<file path="config.mk">
export PLATFORM = sky130hd
export DESIGN_NAME = rcb_bank
export DESIGN_NICKNAME = d
export VERILOG_FILES = /design/src/verilog/rcb_pkg.sv /design/src/verilog/rcb_bank.sv /design/src/verilog/rcb_pin_sync.sv
export VERILOG_INCLUDE_DIRS = /design/src /design/src/verilog
export SDC_FILE = /design/constraint.sdc
export NUM_CORES = 1
export LEC_CHECK = 0
export BUFFER_PORTS_ARGS = -buffer_cell sky130_fd_sc_hd__buf_2
export CORE_MARGIN = 2
export CORE_UTILIZATION = 30
export CTS_CLUSTER_DIAMETER = 40
export DETAILED_ROUTE_END_ITERATION = 16
export SLEW_MARGIN = 20
export SYNTH_ARGS = -nofsm -noshare
export SYNTH_HDL_FRONTEND = slang
export SYNTH_SLANG_ARGS = --single-unit
</file>
<file path="constraint.sdc">
create_clock -name mclk -period 3.1 [get_ports mclk]
set_input_delay 0.93 -clock mclk [delete_from_list [all_inputs] [get_ports mclk]]
set_output_delay 0.93 -clock mclk [all_outputs]
set_load 0.05 [all_outputs]
</file>
<file path="src/verilog/rcb_regs.svh">
// register offsets, field positions, reset values for the regulator control bank
// assumes 8-bit register address space reached through the serial interface
`ifndef RCB_REGS_SVH
`define RCB_REGS_SVH
`define RCB_ADDR_DEVICE_REVISION 8'h00
`define RCB_ADDR_CFG_MEM_VER 8'h01
`define RCB_ADDR_FIRST_BUCK_CTRL 8'h02
`define RCB_ADDR_PG_CTRL_A 8'h15
`define RCB_ADDR_PG_CTRL_B 8'h16
`define RCB_ADDR_PWR_FAULT 8'h17
`define RCB_ADDR_SOFT_RESET 8'h18
`define RCB_ADDR_TOP_INT_A 8'h19
`define RCB_ADDR_TOP_INT_B 8'h1A
`define RCB_ADDR_SD_INT 8'h1B
`define RCB_ADDR_LIN_INT 8'h1C
`define RCB_ADDR_TOP_STATUS 8'h1D
`define RCB_ADDR_SD_STAT 8'h1E
`define RCB_ADDR_LIN_STAT 8'h1F
`define RCB_ADDR_TOP_MASK_A 8'h20
`define RCB_ADDR_TOP_MASK_B 8'h21
`define RCB_ADDR_SD_MASK 8'h22
`define RCB_ADDR_LIN_MASK 8'h23
`define RCB_ADDR_LOAD_SEL 8'h24
`define RCB_ADDR_LOAD_HI 8'h25
`define RCB_ADDR_LOAD_LO 8'h26
`define RCB_BIT_FPWM 3
`define RCB_BIT_RDIS 2
`define RCB_BIT_PIN_GATE 1
`define RCB_BIT_ENABLE 0
`define RCB_CTRL_WMASK 8'h0F
`define RCB_CTRL_RESET 8'h07
`define RCB_REVISION_RSVD 6'h02
`endif

</file>
<file path="src/verilog/rcb_pkg.sv">
// types shared by the regulator control bank
package rcb_pkg;
  typedef struct packed {
    logic [2:0] sync;
    logic pin;
  } rcb_sync_state_t;
  typedef struct packed {
    logic [7:0] ctrl;
    logic [7:0] rdata;
    logic conv_on;
    logic fpwm;
    logic discharge;
  } rcb_bank_state_t;
endpackage

</file>
<file path="src/verilog/rcb_bank.sv">
// Summary of operation
// - ctrl bit 3: 0 auto pulse-frequency/width switching, 1 forced pulse-width
// - ctrl bit 2 connects discharge resistor while converter off; resets to 1
// - ctrl bit 1 set: converter runs only if enable bit and pin both high
// - ctrl bit 0 enables the first converter, subject to pin gating
// - eight-bit read-only configuration memory version, writes ignored
//
// register bank: identification, first converter control, other offsets decoded
// assumes a serial-interface front end presenting one-cycle read/write strobes
// the other converters, regulators and fault logic sit outside this bank
`timescale 1ns/1ps
`include "rcb_regs.svh"
module rcb_bank import rcb_pkg::*; #(
  parameter logic [1:0] DEV_IDENTIFIER = 2'h1,   // arbitrary value
  parameter logic [7:0] CFG_MEM_ID = 8'h5A  // arbitrary value
) (
  input wire logic mclk,
  input wire logic resetn,
  input wire logic [7:0] reg_addr,
  input wire logic reg_wr,
  input wire logic reg_rd,
  input wire logic [7:0] reg_wdata,
  input wire logic en_pin,
  output logic [7:0] reg_rdata,
  output logic first_conv_on,
  output logic first_conv_forced_pulse_width,
  output logic first_conv_discharge_on
);
  rcb_bank_state_t st_q, st_d;
  logic pin_s;
  logic addr_listed;

  // identifier widths are fixed by the revision register layout
  if ($bits(DEV_IDENTIFIER) != 2 || $bits(CFG_MEM_ID) != 8) begin : g_bad_ident
    $error("identifier parameters do not fit the revision registers");
  end

  // offsets of the map; only three are backed here, the rest read zero
  // so that a host scanning the map sees defined data, never a stale byte
  always_comb begin
    case (reg_addr)
      `RCB_ADDR_DEVICE_REVISION,
      `RCB_ADDR_CFG_MEM_VER,
      `RCB_ADDR_FIRST_BUCK_CTRL,
      `RCB_ADDR_PG_CTRL_A,
      `RCB_ADDR_PG_CTRL_B,
      `RCB_ADDR_PWR_FAULT,
      `RCB_ADDR_SOFT_RESET,
      `RCB_ADDR_TOP_INT_A,
      `RCB_ADDR_TOP_INT_B,
      `RCB_ADDR_SD_INT,
      `RCB_ADDR_LIN_INT,
      `RCB_ADDR_TOP_STATUS,
      `RCB_ADDR_SD_STAT,
      `RCB_ADDR_LIN_STAT,
      `RCB_ADDR_TOP_MASK_A,
      `RCB_ADDR_TOP_MASK_B,
      `RCB_ADDR_SD_MASK,
      `RCB_ADDR_LIN_MASK,
      `RCB_ADDR_LOAD_SEL,
      `RCB_ADDR_LOAD_HI,
      `RCB_ADDR_LOAD_LO: addr_listed = 1'h1;
      default: addr_listed = 1'h0;
    endcase
  end

  rcb_pin_sync u_pin_sync (
    .mclk(mclk),
    .resetn(resetn),
    .pin_async(en_pin),
    .pin_level(pin_s)
  );

  logic first_conv_forced_pulse_width_b, first_conv_discharge_enable, first_conv_pin_gating;
  logic first_conv_enable, conv_run;
  always_comb begin
    first_conv_forced_pulse_width_b = st_q.ctrl[`RCB_BIT_FPWM];
    first_conv_discharge_enable = st_q.ctrl[`RCB_BIT_RDIS];
    first_conv_pin_gating = st_q.ctrl[`RCB_BIT_PIN_GATE];
    first_conv_enable = st_q.ctrl[`RCB_BIT_ENABLE];
    // enable bit
    // the pin is synchronised first, so gating lags the pin by four mclk edges (three stages plus the agreement check)
    conv_run = first_conv_enable & (~first_conv_pin_gating | pin_s);
  end

  always_comb begin
    st_d = st_q;
    if (reg_wr && reg_addr == `RCB_ADDR_FIRST_BUCK_CTRL) begin
      st_d.ctrl = reg_wdata & `RCB_CTRL_WMASK;
    end
    // read data is registered and holds until the next read strobe
    if (reg_rd) begin
      case (reg_addr)
        `RCB_ADDR_DEVICE_REVISION: st_d.rdata = {DEV_IDENTIFIER, `RCB_REVISION_RSVD};
        `RCB_ADDR_CFG_MEM_VER: st_d.rdata = CFG_MEM_ID;
        `RCB_ADDR_FIRST_BUCK_CTRL: st_d.rdata = st_q.ctrl;
        default: st_d.rdata = 8'h00;
      endcase
    end
    st_d.conv_on = conv_run;
    st_d.fpwm = first_conv_forced_pulse_width_b;
    st_d.discharge = first_conv_discharge_enable & ~conv_run;
    if (!resetn) begin
      st_d = '0;
      st_d.ctrl = `RCB_CTRL_RESET;
    end
  end

  always_ff @(posedge mclk) begin
    st_q <= st_d;
  end

  assign reg_rdata = st_q.rdata;
  assign first_conv_on = st_q.conv_on;
  assign first_conv_forced_pulse_width = st_q.fpwm;
  assign first_conv_discharge_on = st_q.discharge;

  // checks: outputs are registered, so each follows its cause one edge later
  // mode follows bit
  a_mode_follows: assert property (@(posedge mclk) disable iff (!resetn)
    ##1 first_conv_forced_pulse_width == $past(st_q.ctrl[`RCB_BIT_FPWM]))
    else $error("mode output wrong");
  a_mode_auto: assert property (@(posedge mclk) disable iff (!resetn)
    !st_q.ctrl[`RCB_BIT_FPWM] |=> !first_conv_forced_pulse_width)
    else $error("forced mode while bit clear");

  a_discharge_off: assert property (@(posedge mclk) disable iff (!resetn)
    first_conv_discharge_on |-> !first_conv_on)
    else $error("discharge while on");
  a_discharge_on: assert property (@(posedge mclk) disable iff (!resetn)
    (st_q.ctrl[`RCB_BIT_RDIS] && !conv_run) |=> first_conv_discharge_on)
    else $error("discharge missing while off");
  a_discharge_gone: assert property (@(posedge mclk) disable iff (!resetn)
    !st_q.ctrl[`RCB_BIT_RDIS] |=> !first_conv_discharge_on)
    else $error("discharge while bit clear");

  a_gate_pin: assert property (@(posedge mclk) disable iff (!resetn)
    (st_q.ctrl[`RCB_BIT_PIN_GATE] && !pin_s) |=> !first_conv_on)
    else $error("pin gating ignored");
  a_pin_enable: assert property (@(posedge mclk) disable iff (!resetn)
    (st_q.ctrl[`RCB_BIT_ENABLE] && st_q.ctrl[`RCB_BIT_PIN_GATE] && pin_s) |=> first_conv_on)
    else $error("gated converter not on");

  a_enable_bit: assert property (@(posedge mclk) disable iff (!resetn)
    (st_q.ctrl[`RCB_BIT_ENABLE] && !st_q.ctrl[`RCB_BIT_PIN_GATE]) |=> first_conv_on)
    else $error("enable bit ignored");
  a_disable_bit: assert property (@(posedge mclk) disable iff (!resetn)
    !st_q.ctrl[`RCB_BIT_ENABLE] |=> !first_conv_on)
    else $error("converter on while disabled");
  a_ctrl_write: assert property (@(posedge mclk) disable iff (!resetn)
    (reg_wr && reg_addr == `RCB_ADDR_FIRST_BUCK_CTRL)
    |=> st_q.ctrl == ($past(reg_wdata) & `RCB_CTRL_WMASK))
    else $error("control write lost");
  a_ctrl_hold: assert property (@(posedge mclk) disable iff (!resetn)
    !(reg_wr && reg_addr == `RCB_ADDR_FIRST_BUCK_CTRL) |=> $stable(st_q.ctrl))
    else $error("control changed without write");

  a_devid_read: assert property (@(posedge mclk) disable iff (!resetn)
    (reg_rd && reg_addr == `RCB_ADDR_DEVICE_REVISION)
    |=> reg_rdata == {DEV_IDENTIFIER, `RCB_REVISION_RSVD})
    else $error("device identifier wrong");

  a_version_read: assert property (@(posedge mclk) disable iff (!resetn)
    (reg_rd && reg_addr == `RCB_ADDR_CFG_MEM_VER) |=> reg_rdata == CFG_MEM_ID)
    else $error("memory version wrong");
  a_ro_write_ignored: assert property (@(posedge mclk) disable iff (!resetn)
    (reg_wr && reg_addr != `RCB_ADDR_FIRST_BUCK_CTRL) |=> $stable(st_q.ctrl))
    else $error("write to other offset changed control");
  a_rdata_holds: assert property (@(posedge mclk) disable iff (!resetn)
    !reg_rd |=> $stable(reg_rdata))
    else $error("read data changed without read");

  a_ctrl_read: assert property (@(posedge mclk) disable iff (!resetn)
    (reg_rd && reg_addr == `RCB_ADDR_FIRST_BUCK_CTRL) |=> reg_rdata == $past(st_q.ctrl))
    else $error("control readback wrong");
  a_rsvd_readback: assert property (@(posedge mclk) disable iff (!resetn)
    (reg_rd && reg_addr == `RCB_ADDR_FIRST_BUCK_CTRL) |=> reg_rdata[7:4] == 4'h0)
    else $error("reserved control bits read back set");
  a_listed_zero: assert property (@(posedge mclk) disable iff (!resetn)
    (reg_rd && addr_listed && reg_addr > `RCB_ADDR_FIRST_BUCK_CTRL) |=> reg_rdata == 8'h00)
    else $error("unbacked offset read nonzero");
  a_unlisted_zero: assert property (@(posedge mclk) disable iff (!resetn)
    (reg_rd && !addr_listed) |=> reg_rdata == 8'h00)
    else $error("unlisted offset read nonzero");
  a_reserved_zero: assert property (@(posedge mclk) disable iff (!resetn)
    st_q.ctrl[7:4] == 4'h0)
    else $error("reserved bits set");

  c_forced_mode: cover property (@(posedge mclk) first_conv_forced_pulse_width);
  c_conv_running: cover property (@(posedge mclk) first_conv_on);
  c_discharging: cover property (@(posedge mclk) first_conv_discharge_on);
  c_pin_gated_on: cover property (@(posedge mclk)
    st_q.ctrl[`RCB_BIT_PIN_GATE] && pin_s && first_conv_on);
  c_unlisted_read: cover property (@(posedge mclk) reg_rd && !addr_listed);
endmodule // rcb_bank

</file>
<file path="src/verilog/rcb_pin_sync.sv">
// three-stage synchroniser for the external enable pin
// assumes the pin is asynchronous to mclk
`timescale 1ns/1ps
module rcb_pin_sync import rcb_pkg::*; (
  input wire logic mclk,
  input wire logic resetn,
  input wire logic pin_async,
  output logic pin_level
);
  rcb_sync_state_t st_q, st_d;
  always_comb begin
    st_d = st_q;
    st_d.sync = {st_q.sync[1:0], pin_async};
    // the first stage feeds only the second; change accepted when stages 2 and 3 agree
    if (st_q.sync[2] == st_q.sync[1]) begin
      st_d.pin = st_q.sync[2];
    end
    if (!resetn) begin
      st_d = '0;
    end
  end
  always_ff @(posedge mclk) begin
    st_q <= st_d;
  end
  assign pin_level = st_q.pin;
endmodule // rcb_pin_sync

</file>
* After elaboration in Yosys (flattened, before gate mapping) *
Index checks and enable logic that the tools add are counted.

storage, ports and cells
  register bits = 19
  input bits = 21
  output and inout bits = 11
  logic and storage cells = 18

operators by class
  equal/unequal tests = 3
  muxes and demuxes = 1
  bitwise logic cells = 5
  reduce and logical (&&, ||, !) cells = 2

operators with widths
  kind                  count
  $pmux W7 S3           1
  $eq A8 B1 Y1 const B  1
  $eq A8 B2 Y1 const B  1
  $logic_not A8 Y1      1
  $and A1 B1 Y1         2
  $not A1 Y1            2
  $eq A1 B1 Y1          1
  $logic_and A1 B1 Y1   1
  $or A1 B1 Y1          1

* Logic depth before layout (Yosys ltp) *
  word-level depth = 5
  gate-level depth with buffers = 3
  depth with buffers taken out = 3

* Modules after synthesis *
A second synthesis with hierarchy kept.

unflattened totals
  cell total of the unflattened synthesis = 68
  area, all modules = 693.2 um^2

by module, submodules not included
  module        times used  cells each  area each (um^2)  seq. area each (um^2)
  rcb_bank      1           58          576.8             260.2
  rcb_pin_sync  1           10          116.4             80.1

* Least setup slack after synthesis *
No wires, ideal clock.

  path kind = input-to-reg
  start point = input reg_addr[5]
  end point = register st_q, in the netlist first_conv_forced_pulse_width_b
  library setup time = 0.072 ns
  data arrival time = 1.792 ns
  required time = 3.028 ns
  path slack = 1.237 ns
  stages = 3
  buffers on the path = 0
  path through = nor4_4 and3_4 mux2i_1

between the ends
  longest elaborated chain between the ends = 2

RTL lines
  what                           RTL line         text
  start: declaration             rcb_bank.sv:19   input wire logic [7:0] reg_addr,
  $eq A8 B2 Y1                   n/a
  $logic_and A1 B1 Y1 (no line)  n/a
  end signal: assignment         rcb_bank.sv:110  st_q <= st_d;
  end: declaration               rcb_bank.sv:29   rcb_bank_state_t st_q, st_d;

Every way passes these cells.
A chain may end at the register's enable or synchronous reset.

* Final worst setup path *
  start point = input reg_addr[0]
  end point = register st_q, in the netlist first_conv_forced_pulse_width_b

Same word-level chain as after synthesis.

==> out/metrics.yaml <==
outcome:
  status: "finished, final reports clean"
cts:
  cts_tree: "done"
  cts_max_path_buffers: 2
  cts_num_sinks: 17
  hold_buffers: 0
  clock_latency_ns: 0.28
  clk_pin_slew_ns: 0.09
  htree_num_levels: 1
  cts_inserted_buffers: 3
  cts_root_buf: "clkbuf_4"
  cts_setup_buffers: 0
  cts-resized-gates: 0
sta:
  fmax_ghz: 0.5392
  hold_violations: 0
  tightest_slew_ns: 0.5736
  timing.final.crit_share: 0.5983
  slew_headroom: 0.6166
  drv_slew: 0
  fin_skew_ns: 0.004543
  rsz0062_at_grt: "false"
  worst_slack_ns: 1.245
  fin_setup_tns_ns: 0
  setup-violations-final: 0
  finalCriticalPeriod_ns: 1.855
critical_path:
  worstPathRequired_ns: 3.32
  critPathLaunchType: "input port"
  critical_path_class: "input port to flip-flop"
  cp_max_fo: 6
  cp_top_family: "simple AND/OR/NAND/NOR gates"
  cpPeakStageDelay_ns: 0.56
  rr_startpoint: "first_conv_forced_pulse_width_b$_SDFFE_PN0P_"
  slowest_stage: "nor4b_2"
  path_cells: "buf_2 -> nor4b_2 -> and3_4 -> mux2i_1"
  end_kind: "flip-flop"
  cp_num_buf_inv: 1
  critPathArrivalTime_ns: 2.07
  crit_start: "reg_addr[0]"
drt:
  drt-pass1-iter-count: 4
  ant_nets: 0
  drc_errors: 0
  vias: 571
  drt_iter0_drc: 5
  wirelength_um: 1261
  via_per_inst: 4.568
  wl_per_cell_um: 10.09
yosys:
  synthDistinctLibCells: 24
  syn_area_um2: 675.6
  synth-simple-area-share: 0.2704
  ys_warn_count: 0
  yosysSeqAreaShare: 0.5037
  synth_top_family_by_area: "simple AND/OR/NAND/NOR gates"
  synthAdderAreaFrac: 0
  synth-compound-area-share: 0.1444
  synth_xor_area_frac: 0
  syn_area_per_cell_um2: 9.652
  syn_inst: 70
  muxShareOfSynthArea: 0.01481
  synth_seq_cells: 17
floorplan:
  fp.dieW_um: 51.46
  core_mm2: 0.002170
  io_pins: 32
  start_util: 0.3114
  dieArea_mm2: 0.002648
  rows: 17
  fp.dieH_um: 51.46
finish:
  area_growth_pct: 25.37
  final_cell_mix: "buf_2, dfxtp_1, a21oi_1, nand2b_1"
  diodes: 0
  stdcell_count: 125
  drive_gt1_frac: 0.3196
  final_util: 0.3904
  layout.nets: 119
  final.fill_count: 251
  layout_commonest_cell: "buf_2"
pwr:
  comb_power_share: 0.100
  vdd_drop_max_v: 0.0002795
  switching_share: 0.2401
  p_leak_nw: 0.3840
  power.share.clock: 0.308
  power_switching_w: 0.00008989
  power.total_w: 0.0003743
  power_density_mw_per_mm2: 441.9
  intPower_w: 0.0002844
  p_seq_frac: 0.592
placed_design:
  dp.cells: 121
  place_congestion: 0.8076
  hpwl_um: 958.8
  place.port_buffers: 25
  pre_cts_slack_ns: 0.9630
run:
  max_cap_violations: 0
global_route:
  grt_max_degree: 13
  grt_antenna_before_repair: 0
  grt_pass1_vias: 554
  grt_usage: 0.1192
  grt_pass1_wl_um: 2387
  grt_overflow_total: 0
min_path:
  hp-class: "flip-flop to flip-flop"
  worstHoldStart: "u_pin_sync.st_q[1]$_SDFF_PN0_"
## flip-flops by register name (all words and copies together) (netlist names)
signal	count
reg_rdata	6
u_pin_sync.st_q	3
first_conv_discharge_enable	1
first_conv_discharge_on	1
first_conv_enable	1
first_conv_forced_pulse_width	1
first_conv_forced_pulse_width_b	1
first_conv_on	1
first_conv_pin_gating	1
u_pin_sync.pin_level	1
## final cells by class
class,instances,area [um^2],area share
clock buffers,4,26.28,0.03102
multi-input cells,45,297.8,0.3516
inverters,6,22.52,0.02659
flip-flops and latches,17,340.3,0.4018
well taps,28,35.03,0.04136
repair buffers,25,125.1,0.1477
## through the flow
step,hold slack (ns),cell area [um^2]
final,0.4406,847.1
after global routing,0.4732,847.1
after CTS,0.4473,847.1
after detailed placement,0.4200,820.8
after global placement,0.4143,820.8
after floorplan,0.4057,679.4
## kinds of logic (layout without fill, tap and decap cells)
logic type	Yosys count	after routing
buffers and inverters	9	35
AND/OR/NAND/NOR	26	26
other	1	2
AO/OA/AOI/OAI	16	16
multiplexers	1	1
flip-flops	17	17
## synth_stat cells
master | instances | share of area
dfxtp_1 | 17 | 0.50
a21oi_1 | 7 | 0.052
nand2b_1 | 6 | 0.056
inv_1 | 5 | 0.028
nand4_1 | 5 | 0.046
o21ai_0 | 4 | 0.030
and2_1 | 3 | 0.028
nand2_1 | 3 | 0.017
a41oi_1 | 2 | 0.026
buf_4 | 2 | 0.022
nor2_1 | 2 | 0.011
o2111ai_1 | 2 | 0.026
and2b_1 | 1 | 0.011
and3_1 | 1 | 0.0093
and3_4 | 1 | 0.017
and3b_1 | 1 | 0.013
clkbuf_1 | 1 | 0.0056
clkinv_1 | 1 | 0.0056
conb_1 | 1 | 0.0056
mux2i_1 | 1 | 0.015
nor2b_1 | 1 | 0.0093
nor4_4 | 1 | 0.031
nor4b_2 | 1 | 0.022
o211ai_1 | 1 | 0.011
## layer usage
metal,GRT usage,wire [um],vias to the layer above
li1,-,-,299
met1,0.1565,636,249
met2,0.1838,520,23
met3,0.04678,105,0
met4,0.02632,0,0
met5,0,0,-
## power groups by stage
stage	Sequential (W)	Combinational (W)	Clock [W]
final	0.000222	0.0000376	0.000115
after CTS	0.000222	0.0000377	0.000119
after floorplan	0.000230	0.0000188	0
after global routing	0.000222	0.0000415	0.000132
after global placement	0.000227	0.0000371	0
after detailed placement	0.000227	0.0000375	0
## path summary, 6_finish.rpt
kind,to,depth (start not counted),slack [ns]
worst min-delay path,u_pin_sync.st_q[2]$_SDFF_PN0_,1,0.44
worst max register to register,reg_rdata[3]$_SDFFE_PN0P_,3,2.24
worst max-delay path,first_conv_forced_pulse_width_b$_SDFFE_PN0P_,4,1.25
worst min register to register,u_pin_sync.st_q[2]$_SDFF_PN0_,1,0.44
## worst register-to-register path, stage by stage (launching register included)
cell       delay, ns
dfxtp_1         0.32
and3b_1         0.17
o2111ai_1       0.17
a21oi_1         0.09
Power figures use the tool's default switching activity.
